===== src/design/csrd_top_end.sv =====
// Spare design file; holds no logic


===== src/design/csrd_pkg.sv =====
// Shared constants for the chip-select range decoder
package csrd_pkg;

    // ------------------------------------------------------------
    // Register byte offsets on the APB
    // ------------------------------------------------------------
    localparam logic [7:0] OFF_UPPER   = 8'h00;
    localparam logic [7:0] OFF_LOWER   = 8'h04;
    localparam logic [7:0] OFF_MIDBASE = 8'h08;
    localparam logic [7:0] OFF_PERBASE = 8'h0c;
    localparam logic [7:0] OFF_ALT     = 8'h10;
    localparam logic [7:0] OFF_STATUS  = 8'h14;

    // ------------------------------------------------------------
    // Field positions
    // ------------------------------------------------------------
    localparam int WAIT_LSB     = 0;
    localparam int RDY_IGN_BIT  = 2;
    localparam int REGION_LSB   = 6;
    localparam int MID_BASE_LSB = 9;
    localparam int PER_BASE_LSB = 6;
    localparam int BLK_LSB      = 8;
    localparam int PIN_SEL_BIT  = 7;
    localparam int CYC_SEL_BIT  = 6;

    // ------------------------------------------------------------
    // Reset values and writable masks (reserved bits read zero)
    // ------------------------------------------------------------
    localparam logic [15:0] UPPER_RST   = 16'h3fc3;
    localparam logic [15:0] LOWER_RST   = 16'h0003;
    localparam logic [15:0] MIDBASE_RST = 16'h0003;
    localparam logic [15:0] PERBASE_RST = 16'h0003;
    localparam logic [15:0] ALT_RST     = 16'h0003;
    localparam logic [15:0] REGION_MASK = 16'h3fc7;
    localparam logic [15:0] MIDB_MASK   = 16'hfe07;
    localparam logic [15:0] PERB_MASK   = 16'hffc7;
    localparam logic [15:0] ALT_MASK    = 16'h7fc7;

    // ------------------------------------------------------------
    // Decode geometry
    // ------------------------------------------------------------
    localparam int          PER_COUNT  = 7;
    localparam int          MID_COUNT  = 4;
    localparam logic [19:0] PER_SPAN   = 20'h00380;
    localparam logic [4:0]  MID_Q_BASE = 5'h0b;

    // ------------------------------------------------------------
    // Bus cycle sequencer states
    // ------------------------------------------------------------
    typedef enum logic [2:0] {
        CSRD_IDLE = 3'b001,
        CSRD_WAIT = 3'b010,
        CSRD_DONE = 3'b100
    } csrd_state_t;

endpackage


===== src/design/csrd_mid_decode.sv =====
// Mid-range block match and quarter index
`timescale 1ns/10ps
module csrd_mid_decode
    import csrd_pkg::*;
(
    input  wire logic [19:0] addr,
    input  wire logic [6:0]  base,
    input  wire logic [6:0]  blk,
    output logic             hit,
    output logic [1:0]       quarter
);

    function automatic logic [2:0] top_bit(input logic [6:0] f);
        logic [2:0] k;
        k = 3'h0;
        for (int i = 0; i < 7; i++) begin
            if (f[i]) begin
                k = 3'(i);
            end
        end
        return k;
    endfunction

    logic [2:0]  k;
    logic [7:0]  span;
    logic [7:0]  diff;
    logic [19:0] offs;
    logic [19:0] shifted;

    always_comb begin
        k       = top_bit(blk);
        span    = 8'h01 << k;
        diff    = {1'b0, addr[19:13]} - {1'b0, base};
        hit     = (blk != 7'h00) && (addr[19:13] >= base) && (diff < span);
        offs    = addr - {base, 13'h0};
        shifted = offs >> (MID_Q_BASE + {2'h0, k});
        quarter = shifted[1:0];
    end

endmodule


===== src/design/csrd_per_decode.sv =====
// Peripheral select window match and select index
`timescale 1ns/10ps
module csrd_per_decode
    import csrd_pkg::*;
(
    input  wire logic [19:0] addr,
    input  wire logic [9:0]  base,
    output logic             hit,
    output logic [2:0]       idx
);

    logic [20:0] offs;

    always_comb begin
        offs = {1'b0, addr} - {1'b0, base, 10'h000};
        hit  = !offs[20] && (offs[19:0] < PER_SPAN);
        idx  = offs[9:7];
    end

endmodule


===== src/design/csrd_top.sv =====
// Chip-select range decoder: APB registers, address decode, wait and ready sequencing
`timescale 1ns/10ps
module csrd_top
    import csrd_pkg::*;
#(
    parameter int TSTATE_DIV = 4
) (
    input  wire logic        pclk,
    input  wire logic        presetn,
    input  wire logic        psel,
    input  wire logic        penable,
    input  wire logic        pwrite,
    input  wire logic [7:0]  paddr,
    input  wire logic [31:0] pwdata,
    output logic [31:0]      prdata,
    output logic             pready,
    output logic             pslverr,
    input  wire logic        cyc_start,
    input  wire logic        cyc_is_mem,
    input  wire logic [19:0] cyc_addr,
    input  wire logic        bus_ready,
    output logic             upper_region_select_n,
    output logic             lower_region_select_n,
    output logic [3:0]       mid_range_select_n,
    output logic [6:0]       peripheral_select_n,
    output logic             cycle_done
);

    // ------------------------------------------------------------
    // Register address decode
    // ------------------------------------------------------------
    function automatic logic [5:0] reg_hit(input logic [7:0] a);
        logic [5:0] h;
        h    = 6'h00;
        h[0] = (a == OFF_UPPER);
        h[1] = (a == OFF_LOWER);
        h[2] = (a == OFF_MIDBASE);
        h[3] = (a == OFF_PERBASE);
        h[4] = (a == OFF_ALT);
        h[5] = (a == OFF_STATUS);
        return h;
    endfunction

    logic [15:0] upper_region_control_q;
    logic [15:0] lower_region_control_q;
    logic [15:0] mid_range_base_control_q;
    logic [15:0] peripheral_select_base_q;
    logic [15:0] midrange_peripheral_alt_control_q;
    logic [31:0] prdata_q;
    logic [5:0]  acc_hit;
    logic [5:0]  setup_hit;
    logic        apb_acc;
    logic        apb_wr;

    assign apb_acc   = psel & penable;
    assign apb_wr    = apb_acc & pwrite;
    assign acc_hit   = reg_hit(paddr) & {6{apb_acc}};
    assign setup_hit = reg_hit(paddr);
    assign pready    = 1'b1;
    assign pslverr   = apb_acc & ~(|setup_hit);
    assign prdata    = prdata_q;

    // ------------------------------------------------------------
    // Control registers
    // ------------------------------------------------------------
    always_ff @(posedge pclk or negedge presetn) begin
        if (!presetn) begin
            upper_region_control_q <= UPPER_RST;
        end else if (apb_wr && acc_hit[0]) begin
            upper_region_control_q <= pwdata[15:0] & REGION_MASK;
        end
    end
    always_ff @(posedge pclk or negedge presetn) begin
        if (!presetn) begin
            lower_region_control_q <= LOWER_RST;
        end else if (apb_wr && acc_hit[1]) begin
            lower_region_control_q <= pwdata[15:0] & REGION_MASK;
        end
    end
    always_ff @(posedge pclk or negedge presetn) begin
        if (!presetn) begin
            mid_range_base_control_q <= MIDBASE_RST;
        end else if (apb_wr && acc_hit[2]) begin
            mid_range_base_control_q <= pwdata[15:0] & MIDB_MASK;
        end
    end
    always_ff @(posedge pclk or negedge presetn) begin
        if (!presetn) begin
            peripheral_select_base_q <= PERBASE_RST;
        end else if (apb_wr && acc_hit[3]) begin
            peripheral_select_base_q <= pwdata[15:0] & PERB_MASK;
        end
    end
    always_ff @(posedge pclk or negedge presetn) begin
        if (!presetn) begin
            midrange_peripheral_alt_control_q <= ALT_RST;
        end else if (apb_wr && acc_hit[4]) begin
            midrange_peripheral_alt_control_q <= pwdata[15:0] & ALT_MASK;
        end
    end

    // ------------------------------------------------------------
    // Select enables
    // ------------------------------------------------------------
    // Any access, read or write, to a control register arms its select; mid-range and peripheral selects also need the alt register; only reset disarms it.
    logic [4:0] touched_q;
    always_ff @(posedge pclk or negedge presetn) begin
        if (!presetn) begin
            touched_q <= 5'h00;
        end else begin
            touched_q <= touched_q | acc_hit[4:0];
        end
    end

    logic en_upper;
    logic en_lower;
    logic en_mid;
    logic en_per;
    assign en_upper = touched_q[0];
    assign en_lower = touched_q[1];
    assign en_mid   = touched_q[2] & touched_q[4];
    assign en_per   = touched_q[3] & touched_q[4];

    // ------------------------------------------------------------
    // Bus ready synchroniser and T-state divider
    // ------------------------------------------------------------
    logic       ready_meta_q;
    logic       ready_sync_q;
    logic [7:0] tdiv_q;
    logic       tstate_en;
    always_ff @(posedge pclk or negedge presetn) begin
        if (!presetn) begin
            ready_meta_q <= 1'b0;
            ready_sync_q <= 1'b0;
        end else begin
            ready_meta_q <= bus_ready;
            ready_sync_q <= ready_meta_q;
        end
    end
    assign tstate_en = (tdiv_q == 8'(TSTATE_DIV - 1));
    always_ff @(posedge pclk or negedge presetn) begin
        if (!presetn) begin
            tdiv_q <= 8'h00;
        end else if (tstate_en) begin
            tdiv_q <= 8'h00;
        end else begin
            tdiv_q <= tdiv_q + 8'h01;
        end
    end

    // ------------------------------------------------------------
    // Address decode of the cycle being started
    // ------------------------------------------------------------
    logic       upper_hit;
    logic       lower_hit;
    logic       mid_raw;
    logic [1:0] mid_q;
    logic       per_raw;
    logic [2:0] per_idx;
    logic       per_type_ok;
    logic [3:0] mid_vec;
    logic [6:0] per_vec;

    // Region compares run in 1 Kbyte granules on address bits 17:10.
    assign upper_hit = en_upper && cyc_is_mem && (cyc_addr[19:18] == 2'b11)
        && (cyc_addr[17:10] >= upper_region_control_q[REGION_LSB +: 8]);
    assign lower_hit = en_lower && cyc_is_mem && (cyc_addr[19:18] == 2'b00)
        && (cyc_addr[17:10] <= lower_region_control_q[REGION_LSB +: 8]);

    csrd_mid_decode u_mid (
        .addr    (cyc_addr),
        .base    (mid_range_base_control_q[MID_BASE_LSB +: 7]),
        .blk     (midrange_peripheral_alt_control_q[BLK_LSB +: 7]),
        .hit     (mid_raw),
        .quarter (mid_q)
    );

    csrd_per_decode u_per (
        .addr (cyc_addr),
        .base (peripheral_select_base_q[PER_BASE_LSB +: 10]),
        .hit  (per_raw),
        .idx  (per_idx)
    );

    assign per_type_ok = midrange_peripheral_alt_control_q[CYC_SEL_BIT]
                       ? cyc_is_mem : ~cyc_is_mem;

    genvar gi;
    generate
        for (gi = 0; gi < MID_COUNT; gi++) begin : g_mid
            assign mid_vec[gi] = en_mid && cyc_is_mem && mid_raw
                              && (mid_q == 2'(gi));
        end
        for (gi = 0; gi < PER_COUNT; gi++) begin : g_per
            assign per_vec[gi] = en_per && per_type_ok && per_raw
                              && (per_idx == 3'(gi));
        end
    endgenerate

    // ------------------------------------------------------------
    // Wait and ready setting for the cycle
    // ------------------------------------------------------------
    // Overlaps resolve mid-range first, then peripheral selects 4 to 6, then the lower and upper regions, then peripheral selects 0 to 3.
    logic [2:0] timing;

    always_comb begin
        if (|mid_vec) begin
            timing = midrange_peripheral_alt_control_q[2:0];
        end else if (|per_vec[6:4]) begin
            timing = midrange_peripheral_alt_control_q[2:0];
        end else if ((|per_vec[3:0]) && lower_hit) begin
            timing = lower_region_control_q[2:0];
        end else if ((|per_vec[3:0]) && upper_hit) begin
            timing = upper_region_control_q[2:0];
        end else if (|per_vec[3:0]) begin
            timing = peripheral_select_base_q[2:0];
        end else if (lower_hit) begin
            timing = lower_region_control_q[2:0];
        end else if (upper_hit) begin
            timing = upper_region_control_q[2:0];
        end else begin
            timing = 3'h0;
        end
    end

    // ------------------------------------------------------------
    // Bus cycle sequencer
    // ------------------------------------------------------------
    csrd_state_t state_q;
    logic [1:0]  wait_cnt_q;
    logic        ign_rdy_q;
    logic        end_now;
    // A cycle that ignores ready ends after its waits and cannot be lengthened.
    assign end_now = tstate_en && (wait_cnt_q == 2'h0)
                  && (ign_rdy_q || ready_sync_q);

    always_ff @(posedge pclk or negedge presetn) begin
        if (!presetn) begin
            state_q <= CSRD_IDLE;
        end else begin
            unique case (state_q)
                CSRD_IDLE: begin
                    if (cyc_start) begin
                        state_q <= CSRD_WAIT;
                    end
                end
                CSRD_WAIT: begin
                    if (end_now) begin
                        state_q <= CSRD_DONE;
                    end
                end
                CSRD_DONE: begin
                    state_q <= CSRD_IDLE;
                end
            endcase
        end
    end

    always_ff @(posedge pclk or negedge presetn) begin
        if (!presetn) begin
            wait_cnt_q <= 2'h0;
            ign_rdy_q  <= 1'b0;
        end else if (state_q == CSRD_IDLE && cyc_start) begin
            wait_cnt_q <= timing[WAIT_LSB +: 2];
            ign_rdy_q  <= timing[RDY_IGN_BIT];
        end else if (state_q == CSRD_WAIT && tstate_en && wait_cnt_q != 2'h0) begin
            wait_cnt_q <= wait_cnt_q - 2'h1;
        end
    end

    always_ff @(posedge pclk or negedge presetn) begin
        if (!presetn) begin
            cycle_done <= 1'b0;
        end else begin
            cycle_done <= (state_q == CSRD_WAIT) && end_now;
        end
    end

    // ------------------------------------------------------------
    // Select outputs
    // ------------------------------------------------------------
    logic       start_take;
    logic       pin_sel;
    logic [1:0] addr_lat_q;
    assign start_take = (state_q == CSRD_IDLE) && cyc_start;
    assign pin_sel    = midrange_peripheral_alt_control_q[PIN_SEL_BIT];

    // Address latch for the shared pins holds between cycles like a latch.
    always_ff @(posedge pclk or negedge presetn) begin
        if (!presetn) begin
            addr_lat_q <= 2'h0;
        end else if (start_take) begin
            addr_lat_q <= cyc_addr[2:1];
        end
    end

    always_ff @(posedge pclk or negedge presetn) begin
        if (!presetn) begin
            upper_region_select_n <= 1'b1;
            lower_region_select_n <= 1'b1;
            mid_range_select_n    <= 4'hf;
            peripheral_select_n   <= 7'h7f;
        end else if (start_take) begin
            upper_region_select_n <= ~upper_hit;
            lower_region_select_n <= ~lower_hit;
            mid_range_select_n    <= ~mid_vec;
            peripheral_select_n   <= pin_sel ? ~per_vec
                                  : {cyc_addr[2:1], ~per_vec[4:0]};
        end else if (state_q == CSRD_DONE) begin
            upper_region_select_n <= 1'b1;
            lower_region_select_n <= 1'b1;
            mid_range_select_n    <= 4'hf;
            peripheral_select_n   <= pin_sel ? 7'h7f
                                  : {addr_lat_q, 5'h1f};
        end
    end

    // ------------------------------------------------------------
    // Read path, loaded in the setup phase so data stands in access
    // ------------------------------------------------------------
    logic [31:0] rd_mux;
    always_comb begin
        rd_mux = 32'h0000_0000;
        unique case (1'b1)
            setup_hit[0]: rd_mux[15:0] = upper_region_control_q;
            setup_hit[1]: rd_mux[15:0] = lower_region_control_q;
            setup_hit[2]: rd_mux[15:0] = mid_range_base_control_q;
            setup_hit[3]: rd_mux[15:0] = peripheral_select_base_q;
            setup_hit[4]: rd_mux[15:0] = midrange_peripheral_alt_control_q;
            setup_hit[5]: rd_mux[6:0]  = {ready_sync_q, state_q != CSRD_IDLE,
                                          en_per, en_mid, en_lower, en_upper, 1'b0};
            default:      rd_mux = 32'h0000_0000;
        endcase
    end

    always_ff @(posedge pclk or negedge presetn) begin
        if (!presetn) begin
            prdata_q <= 32'h0000_0000;
        end else if (psel && !penable && !pwrite) begin
            prdata_q <= rd_mux;
        end
    end

endmodule


===== config.mk =====
export PLATFORM = sky130hd
export DESIGN_NAME = csrd_top
export DESIGN_NICKNAME = d
export VERILOG_FILES = /design/src/design/csrd_top_end.sv /design/src/design/csrd_pkg.sv /design/src/design/csrd_mid_decode.sv /design/src/design/csrd_per_decode.sv /design/src/design/csrd_top.sv
export SDC_FILE = /design/constraint.sdc
export NUM_CORES = 1
export LEC_CHECK = 0
export ABC_AREA = 1
export BUFFER_PORTS_ARGS = -buffer_cell sky130_fd_sc_hd__buf_4
export CORE_MARGIN = 10
export CORE_UTILIZATION = 50
export CTS_CLUSTER_SIZE = 20
export DETAILED_ROUTE_END_ITERATION = 7
export PLACE_DENSITY = 0.73
export SYNTH_ARGS = -nofsm -noshare
export SYNTH_HDL_FRONTEND = slang
export SYNTH_SLANG_ARGS = --single-unit

===== constraint.sdc =====
create_clock -name pclk -period 3.6 [get_ports pclk]
set_input_delay 0 -clock pclk [delete_from_list [all_inputs] [get_ports pclk]]
set_output_delay 0 -clock pclk [all_outputs]
set_load 0.1 [all_outputs]

==> results of run 1 <==
-- worst max-delay path, cell delays in order, from the launching register on --
cell                        delay (ps)
sky130_fd_sc_hd__dfrtp_1           380
sky130_fd_sc_hd__inv_1             100
sky130_fd_sc_hd__ha_1              280
sky130_fd_sc_hd__a21oi_1           190
sky130_fd_sc_hd__o21ai_1           120
sky130_fd_sc_hd__nand2_1            80
sky130_fd_sc_hd__nand2_1            50
sky130_fd_sc_hd__a21oi_1           170
sky130_fd_sc_hd__or2_1             150
sky130_fd_sc_hd__nand2_1            60
sky130_fd_sc_hd__a21oi_1           140
sky130_fd_sc_hd__ha_1              290
sky130_fd_sc_hd__a2111oi_2         360
sky130_fd_sc_hd__nand3_1           100
sky130_fd_sc_hd__a21oi_1           160
sky130_fd_sc_hd__nand3_2           150
sky130_fd_sc_hd__nand2_4           130
sky130_fd_sc_hd__inv_2              40
sky130_fd_sc_hd__nand2_1            50
sky130_fd_sc_hd__nand2_1            50
sky130_fd_sc_hd__nand2_1            60
sky130_fd_sc_hd__nand2_1            40
-- worst max-delay path by stage --
stage / startpoint / end / cells past startpoint
global route: mid_range_base_control_q[11] / wait_cnt_q[1] / 21
finish: mid_range_base_control_q[11] / wait_cnt_q[0] / 21
detailed placement: mid_range_base_control_q[11] / wait_cnt_q[0] / 21
floorplan: mid_range_base_control_q[9] / wait_cnt_q[0] / 19
global placement: mid_range_base_control_q[9] / wait_cnt_q[0] / 19
CTS: mid_range_base_control_q[11] / wait_cnt_q[0] / 21
-- power by group --
group	switching, mW	internal [mW]
clock	0.522	0.556
sequential	0.0346	1.30
combinational	0.429	0.176
total	0.986	2.03
-- cell usage in the layout, fill, tap and decap left out, types with 3 or more instances in the layout --
master	instances
sky130_fd_sc_hd__a211oi_1	6
sky130_fd_sc_hd__a21oi_1	39
sky130_fd_sc_hd__a221oi_1	3
sky130_fd_sc_hd__a31oi_1	3
sky130_fd_sc_hd__buf_4	82
sky130_fd_sc_hd__clkbuf_16	9
sky130_fd_sc_hd__conb_1	18
sky130_fd_sc_hd__dfrtp_1	78
sky130_fd_sc_hd__dfstp_2	32
sky130_fd_sc_hd__dlygate4sd3_1	20
sky130_fd_sc_hd__ha_1	42
sky130_fd_sc_hd__inv_1	180
sky130_fd_sc_hd__inv_2	6
sky130_fd_sc_hd__inv_6	4
sky130_fd_sc_hd__mux2i_1	57
sky130_fd_sc_hd__nand2_1	161
sky130_fd_sc_hd__nand2_2	7
sky130_fd_sc_hd__nand3_1	31
sky130_fd_sc_hd__nand4_1	11
sky130_fd_sc_hd__nor2_1	43
sky130_fd_sc_hd__nor2_2	5
sky130_fd_sc_hd__nor3_1	16
sky130_fd_sc_hd__nor4_1	3
sky130_fd_sc_hd__o211ai_1	4
sky130_fd_sc_hd__o21ai_0	32
sky130_fd_sc_hd__o22ai_1	20
sky130_fd_sc_hd__o31ai_1	3
sky130_fd_sc_hd__or2_2	3
sky130_fd_sc_hd__xor2_1	7
-- per-layer routing --
| metal | share of wire | global-route usage | vias to the layer above |
|---|---|---|---|
| met3 | 0.063 | 0.03767 | 23 |
| met2 | 0.44 | 0.2917 | 198 |
| met5 | 0 | 0 | - |
| li1 | - | - | 2927 |
| met1 | 0.48 | 0.2564 | 2778 |
| met4 | 0.023 | 0.07936 | 0 |
-- kinds of logic after synthesis --
group / share of synthesized area
buffers and inverters: 0.1286
adders and majority gates: 0.08116
muxes: 0.08188
AOI/OAI and AO/OA: 0.1086
and+or+nand+nor: 0.1891
DFF: 0.4008
other: 0.001078
xor gates and xnor gates: 0.008799
-- final cells by class --
type / count / share of cell area
Clock inverter: 7 / 0.01084
Multi-Input combinational cell: 544 / 0.4082
Sequential cell: 110 / 0.3408
Timing Repair Buffer: 102 / 0.09954
Clock buffer: 9 / 0.02748
Tap cell: 180 / 0.02748
Inverter: 187 / 0.08565
-- registers in the layout, indices dropped and copies added, names as in the netlist --
register,cells
peripheral_select_n,7
addr_lat_q,2
ready_meta_q,1
upper_region_select_n,1
mid_range_base_control_q,10
upper_region_control_q,11
lower_region_control_q,11
peripheral_select_base_q,13
prdata,16
ign_rdy_q,1
midrange_peripheral_alt_control_q,12
ready_sync_q,1
tdiv_q,8
state_q,3
wait_cnt_q,2
lower_region_select_n,1
mid_range_select_n,4
touched_q,5
cycle_done,1
-- timing repair --
action / CTS / global route
gates resized for setup: 0 / 2
endpoints found under the setup margin: 0 / 6
hold buffers: 20 / 0
endpoints found under the hold margin: 114 / 0
==> tab_implementation.tex, run 1 <==
\begin{tabular}{lr}
\hline
Metric & Value \\
\hline
\multicolumn{2}{l}{\textbf{Yosys}} \\
\quad Commonest cells in the netlist & sky130\_fd\_sc\_hd\_\_inv\_1, sky130\_fd\_sc\_hd\_\_nand2\_1, sky130\_fd\_sc\_hd\_\_dfrtp\_1 \\
\quad Distinct cells, synth & 50 \\
\quad Post-synthesis async set-or-reset flop share & 1.000 \\
\quad Post-synthesis cell count & $\sim$850 \\
\quad Sequential fraction of the synthesis area & 0.4008 \\
\quad Yosys warning count & 0 \\
\quad Number of enable flip-flop cells after synthesis & 0 \\
\quad Total standard cell area after synthesis & 6968 µm² \\
\quad Cell type with the largest total area after synthesis & sky130\_fd\_sc\_hd\_\_dfrtp\_1 \\
\quad Top flip-flop cell by instance count after synthesis & sky130\_fd\_sc\_hd\_\_dfrtp\_1 \\
\quad Area fraction of the dominant cell type after synthesis & 0.2801 \\
\quad Most repeated cell in the gate-level netlist after synthesis & sky130\_fd\_sc\_hd\_\_inv\_1 \\
\quad Synth top area cells & sky130\_fd\_sc\_hd\_\_dfrtp\_1, sky130\_fd\_sc\_hd\_\_dfstp\_2, sky130\_fd\_sc\_hd\_\_inv\_1 \\
\quad Number of register bits inferred by synthesis & 110 \\
\quad Post-synthesis average cell area & between 8 and 9 µm² \\
\multicolumn{2}{l}{\textbf{Power}} \\
\quad Worst-case vdd ir drop & roughly 0.00026 V \\
\quad Leak Pwr & around 4.4 nW \\
\quad Total power per unit cell area & around 370 nW/µm² \\
\quad Overall power after layout & $\sim$3.0 mW \\
\multicolumn{2}{l}{\textbf{Cells and area}} \\
\quad Number of nets in the layout & roughly 1100 \\
\quad Diode count & 0 \\
\quad Post-Layout Inst Area & around 8200 µm² \\
\quad Area taken by flip-flops and latches & about 2800 µm² \\
\quad Cell Count, Final, Fillers Out & between 1000 and 1500 \\
\quad Fraction of final layout cells with drive strength greater than 1 & 0.1689 \\
\quad Number of fill cells in the layout & approximately 1300 \\
\quad Share of the core filled with cells in the final layout & 0.5950 \\
\quad Area Overhead vs Synth & 17.62\% \\
\quad Combined area of the multi-input logic cells & 3346 µm² \\
\multicolumn{2}{l}{\textbf{Global routing}} \\
\quad Largest net degree at the start of global routing & 72 \\
\quad Global route overflow & 0 \\
\quad Global-route wire length before repair & roughly 30000 µm \\
\quad Number of global-route vias before repair & between 5000 and 6000 \\
\quad Number of antenna violations at the first check in global routing & 0 \\
\quad GRT Resource Usage Total & 0.1904 \\
\multicolumn{2}{l}{\textbf{Route}} \\
\quad Detailed-route vias per instance & roughly 5.2 \\
\quad Total via count after detailed routing & 5926 \\
\quad DRT antenna net count & 0 \\
\quad Remaining routing DRC violations & 0 \\
\quad Post-detailed-routing wire length & $\sim$18000 µm \\
\quad Average wire per cell in the routed design & between 15 and 20 µm \\
\quad Detailed Route Iter0 Violations & between 400 and 500 \\
\quad Number of detailed-route iterations in the first pass & 4 \\
\multicolumn{2}{l}{\textbf{Timing}} \\
\quad Worst Max-Slew Pin Slew & between 900 and 1000 ps \\
\quad Number of max-slew violations in the final report & 0 \\
\quad Highest Clock Rate & between 300 and 400 MHz \\
\quad Max-Slew Margin vs Limit & 0.3946 \\
\quad Minimum period implied by the final worst setup slack & 3241 ps \\
\quad Final critical-path share of the clock period & 0.9003 \\
\quad Clock Skew & 6.393 ps \\
\quad Total negative slack & 0 ps \\
\quad Unrepaired setup endpoints after global routing & no \\
\quad Worst-case hold slack & around 16 ps \\
\quad Fin worst setup slack & 358.8 ps \\
\quad \# setup viols final & 0 \\
\quad Final Hold Viols & 0 \\
\multicolumn{2}{l}{\textbf{Die}} \\
\quad Overall die height & approximately 140 µm \\
\quad Core Region & 13770 µm² \\
\quad Width of the die & 138.1 µm \\
\quad Number of top-level design ports & around 120 \\
\quad Initial core utilization & 0.5059 \\
\quad Std cell rows & 43 \\
\quad Die Footprint & between 15000 and 20000 µm² \\
\multicolumn{2}{l}{\textbf{Critical path}} \\
\quad CP required & about 3900 ps \\
\quad FF-to-FF End & wait\_cnt\_q[0] \\
\quad Element type at the critical path start & flop \\
\quad Reg-to-reg setup timing slack & $\sim$360 ps \\
\quad Category of the critical setup timing path & reg -> reg \\
\quad Data arrival time at the worst-slack endpoint & roughly 3500 ps \\
\quad Worst reg2reg path depth & 21 \\
\quad Element type at the critical path end & flop \\
\quad Crit Path Max Fanout & 5 \\
\quad Reg-to-Reg Start & mid\_range\_base\_control\_q[11] \\
\multicolumn{2}{l}{\textbf{Hold path}} \\
\quad Path type of the worst min-delay path & in -> reg \\
\quad Hold Path Origin & cyc\_addr[7] \\
\quad Hold Crit Depth & 5 \\
\quad Endpoint of the worst hold-timing path & peripheral\_select\_n[2] \\
\multicolumn{2}{l}{\textbf{CTS}} \\
\quad CTS sink cnt & 110 \\
\quad Number of buffers created by CTS & 9 \\
\quad Insertion delay to the later sink of the worst-skew pair & between 300 and 400 ps \\
\quad Buffer depth of the longest clock path & 2 \\
\quad Clock-pin slew reported for the worst setup and hold paths after clock tree synthesis & roughly 80 ps \\
\quad Number of buffers inserted by post-CTS setup repair & 0 \\
\quad Root buffer cell & sky130\_fd\_sc\_hd\_\_clkbuf\_16 \\
\quad TritonCTS clock tree & built \\
\quad CTS HTree Levels & 3 \\
\multicolumn{2}{l}{\textbf{Placement}} \\
\quad Post-DP HPWL & 13870 µm \\
\quad GP Congestion & between 0.9 and 1 \\
\quad Pre-CTS setup slack & around 330 ps \\
\quad Inst Count DP & roughly 1100 \\
\quad Number of buffers added on ports & 74 \\
\quad Post-detailed-placement cell area & approximately 7700 µm² \\
\multicolumn{2}{l}{\textbf{Outcome}} \\
\quad Run status & finished, final reports clean \\
\multicolumn{2}{l}{\textbf{Flow run}} \\
\quad Max\_cap viols & 0 \\
\hline
\end{tabular}
No activity file was read; power rests on OpenSTA's default activity.
==> inputs of run 2 (changes only) <==
--- a/config.mk
+++ b/config.mk
@@ -7,6 +7,7 @@
 export LEC_CHECK = 0
 export ABC_AREA = 1
 export BUFFER_PORTS_ARGS = -buffer_cell sky130_fd_sc_hd__buf_4
+export CORE_ASPECT_RATIO = 1.4
 export CORE_MARGIN = 10
 export CORE_UTILIZATION = 50
 export CTS_CLUSTER_SIZE = 20
==> run 2 against run 1 <==
Non-clock buffer count decreased by 1. First-iteration DRC count decreased by 19%. Die area increased by 0.35%. Register-to-register slack got worse by 40 ps. Via count decreased by 0.98%. Core utilization decreased by 0.25 points. Hold slack improved by 10 ps. Setup slack got worse by 35 ps. Wire length decreased by 1.1%. Clock power decreased by 9%. Global-route usage increased by 0.059 points. Critical path type unchanged.
==> tab_implementation.tex, run 2 (synthesized netlist as in run 1, its figures left out) <==
\begin{tabular}{lr}
\hline
Metric & Value \\
\hline
\multicolumn{2}{l}{\textbf{Hold path}} \\
\quad Hold Crit Depth & 5 \\
\quad Path type of the worst min-delay path & in -> reg \\
\quad Hold Path Origin & cyc\_addr[7] \\
\multicolumn{2}{l}{\textbf{Cells and area}} \\
\quad Leading cell type in the layout, fill and taps excluded & sky130\_fd\_sc\_hd\_\_inv\_1 \\
\quad Diode count & 0 \\
\quad Area Overhead vs Synth & 17.20\% \\
\quad Post-Layout Inst Area & $\sim$8200 µm² \\
\quad Number of nets in the layout & 1065 \\
\quad Fraction of final layout cells with drive strength greater than 1 & 0.1670 \\
\quad Most frequent cells in the layout & sky130\_fd\_sc\_hd\_\_inv\_1, sky130\_fd\_sc\_hd\_\_nand2\_1, sky130\_fd\_sc\_hd\_\_buf\_4, sky130\_fd\_sc\_hd\_\_dfrtp\_1, sky130\_fd\_sc\_hd\_\_mux2i\_1 \\
\quad Number of flip-flops under the largest register name & 16 \\
\multicolumn{2}{l}{\textbf{Critical path}} \\
\quad Reg-to-Reg Start & mid\_range\_base\_control\_q[9] \\
\quad Peak per-stage delay on the critical path & between 400 and 500 ps \\
\quad CP required & slightly below 4000 ps \\
\quad Worst reg2reg path depth & 19 \\
\quad Cells traversed along the worst timing path & ha\_1, inv\_1, fa\_1, a21oi\_1, o21ai\_0, a21oi\_1, o21ai\_0, xor2\_1, ha\_1, a2111oi\_0, nand3\_1, a21oi\_1, nand3\_2, nand2\_4, inv\_2, nand2\_1, nand2\_1, nand2\_1, nand2\_1 \\
\quad Worst-path cell with the longest stage delay & sky130\_fd\_sc\_hd\_\_dfrtp\_1 \\
\quad Startpoint of the most critical setup path & mid\_range\_base\_control\_q[9] \\
\quad Crit Path Max Fanout & 5 \\
\quad Element type at the critical path end & flop \\
\quad Element type at the critical path start & flop \\
\quad Most common cell on crit path & sky130\_fd\_sc\_hd\_\_nand2\_1 \\
\quad Data arrival time at the worst-slack endpoint & between 3000 and 4000 ps \\
\quad Category of the critical setup timing path & reg -> reg \\
\multicolumn{2}{l}{\textbf{Power}} \\
\quad Total power per unit cell area & 358.0 nW/µm² \\
\quad Worst-case vdd ir drop & 0.0002951 V \\
\quad Logic gate share of total power & 0.206 \\
\quad Net switching power & a little under 1 mW \\
\quad Relative contribution of the clock network to total power & 0.337 \\
\quad Leak Pwr & between 4 and 5 nW \\
\quad Internal power summed over all cells & between 1.5 and 2 mW \\
\quad Switching Fraction & 0.3287 \\
\quad Sequential cell fraction of total power & 0.457 \\
\quad Overall power after layout & $\sim$2.9 mW \\
\multicolumn{2}{l}{\textbf{CTS}} \\
\quad Number of buffers inserted by post-CTS setup repair & 0 \\
\quad Post-CTS resize count & 0 \\
\quad Number of buffers created by CTS & 9 \\
\quad TritonCTS clock tree & built \\
\quad CTS HTree Levels & 3 \\
\quad Clock-pin slew reported for the worst setup and hold paths after clock tree synthesis & about 80 ps \\
\quad CTS sink cnt & 110 \\
\quad Buffer depth of the longest clock path & 2 \\
\quad Count of hold buffers inserted by post-cts repair & 20 \\
\quad Insertion delay to the later sink of the worst-skew pair & 350 ps \\
\quad Root buffer cell & sky130\_fd\_sc\_hd\_\_clkbuf\_16 \\
\multicolumn{2}{l}{\textbf{Timing}} \\
\quad Unrepaired setup endpoints after global routing & no \\
\quad \# setup viols final & 0 \\
\quad Worst-case hold slack & 26.27 ps \\
\quad Worst Max-Slew Pin Slew & between 800 and 900 ps \\
\quad Final critical-path share of the clock period & 0.9102 \\
\quad Highest Clock Rate & slightly above 300 MHz \\
\quad Final Hold Viols & 0 \\
\quad Number of max-slew violations in the final report & 0 \\
\quad Clock Skew & 6.142 ps \\
\quad Total negative slack & 0 ps \\
\quad Max-Slew Margin vs Limit & 0.4275 \\
\quad Minimum period implied by the final worst setup slack & 3277 ps \\
\multicolumn{2}{l}{\textbf{Route}} \\
\quad Remaining routing DRC violations & 0 \\
\quad Average wire per cell in the routed design & $\sim$16 µm \\
\quad Total via count after detailed routing & about 5900 \\
\quad Detailed-route vias per instance & 5.134 \\
\quad Detailed Route Iter0 Violations & between 300 and 400 \\
\quad Number of detailed-route iterations in the first pass & 5 \\
\quad DRT antenna net count & 0 \\
\quad Post-detailed-routing wire length & between 15000 and 20000 µm \\
\multicolumn{2}{l}{\textbf{Die}} \\
\quad Number of top-level design ports & roughly 120 \\
\quad Overall die height & roughly 160 µm \\
\quad Width of the die & 119.8 µm \\
\quad Die Footprint & 19120 µm² \\
\quad Core Region & about 14000 µm² \\
\quad Std cell rows & just over 50 \\
\quad Initial core utilization & 0.5055 \\
\multicolumn{2}{l}{\textbf{Global routing}} \\
\quad Number of global-route vias before repair & between 5000 and 6000 \\
\quad GRT Resource Usage Total & 0.1910 \\
\quad Global route overflow & 0 \\
\quad Global-route wire length before repair & 29850 µm \\
\quad Met2 demand-to-capacity share in global routing & 0.3292 \\
\quad Global routing met3 resource utilization & 0.04058 \\
\quad Met1 Usage GRT & 0.2267 \\
\quad Number of antenna violations at the first check in global routing & 0 \\
\quad Largest net degree at the start of global routing & 66 \\
\quad Most used routing layer in global routing & met2 \\
\multicolumn{2}{l}{\textbf{Flow run}} \\
\quad Max\_cap viols & 0 \\
\multicolumn{2}{l}{\textbf{Placement}} \\
\quad GP Congestion & 0.9273 \\
\quad Post-detailed-placement cell area & approximately 7700 µm² \\
\quad Number of buffers added on ports & between 70 and 80 \\
\quad Post-DP HPWL & around 14000 µm \\
\multicolumn{2}{l}{\textbf{Outcome}} \\
\quad Run status & finished, final reports clean \\
\hline
\end{tabular}
## run 2: through the flow
step                      cells  utilization  worst slack (ps)
after global placement     1107       0.5567             403.6
after global routing       1143       0.5925             2.800
after detailed placement   1107       0.5567             351.0
final                      1143       0.5925             323.4
after CTS                  1143       0.5925             341.0
after floorplan             868            -             718.2
## run 2: final cells by class
type / count / area (µm²)
inverters: 187 / 701.9
repair buffers: 101 / 808.3
multi-input cells: 544 / 3339
clock buffers: 9 / 225.2
well taps: 185 / 231.5
fillers: 1278 / 5617
flip-flops and latches: 110 / 2793
clock inverters: 7 / 67.56
## run 2: critical path: cells and delay by family, from the launching register on
family | cells | cell delay [ps]
simple gates | 7 | 570
fa+ha+maj | 3 | 780
buf+inv | 2 | 90
compound gates | 6 | 1140
flops | 1 | 410
xor+xnor | 1 | 170
## run 2: final timing paths
path	end	slack, ps
min in group asynchronous	lower_region_control_q[10]	260
worst min-delay path	peripheral_select_n[2]	30
worst max register to register	wait_cnt_q[0]	320
worst min register to register	ready_sync_q	350
worst max-delay path	wait_cnt_q[0]	320
max in group asynchronous	peripheral_select_n[6]	2440
## run 2: layer usage
metal	vias to the layer above	wire (µm)
li1	2941	-
met1	2753	7659
met2	143	9108
met3	31	807
met4	0	437
met5	-	0
## run 2: power groups by stage
stage / sequential (mW) / clock, mW / combinational (mW)
6_report: 1.34 / 0.986 / 0.603
5_1_grt: 1.34 / 1.05 / 0.669
4_1_cts: 1.33 / 1.00 / 0.604
3_5_place_dp: 1.36 / 0 / 0.585
3_3_place_gp: 1.36 / 0 / 0.577
2_1_floorplan: 1.46 / 0 / 0.331
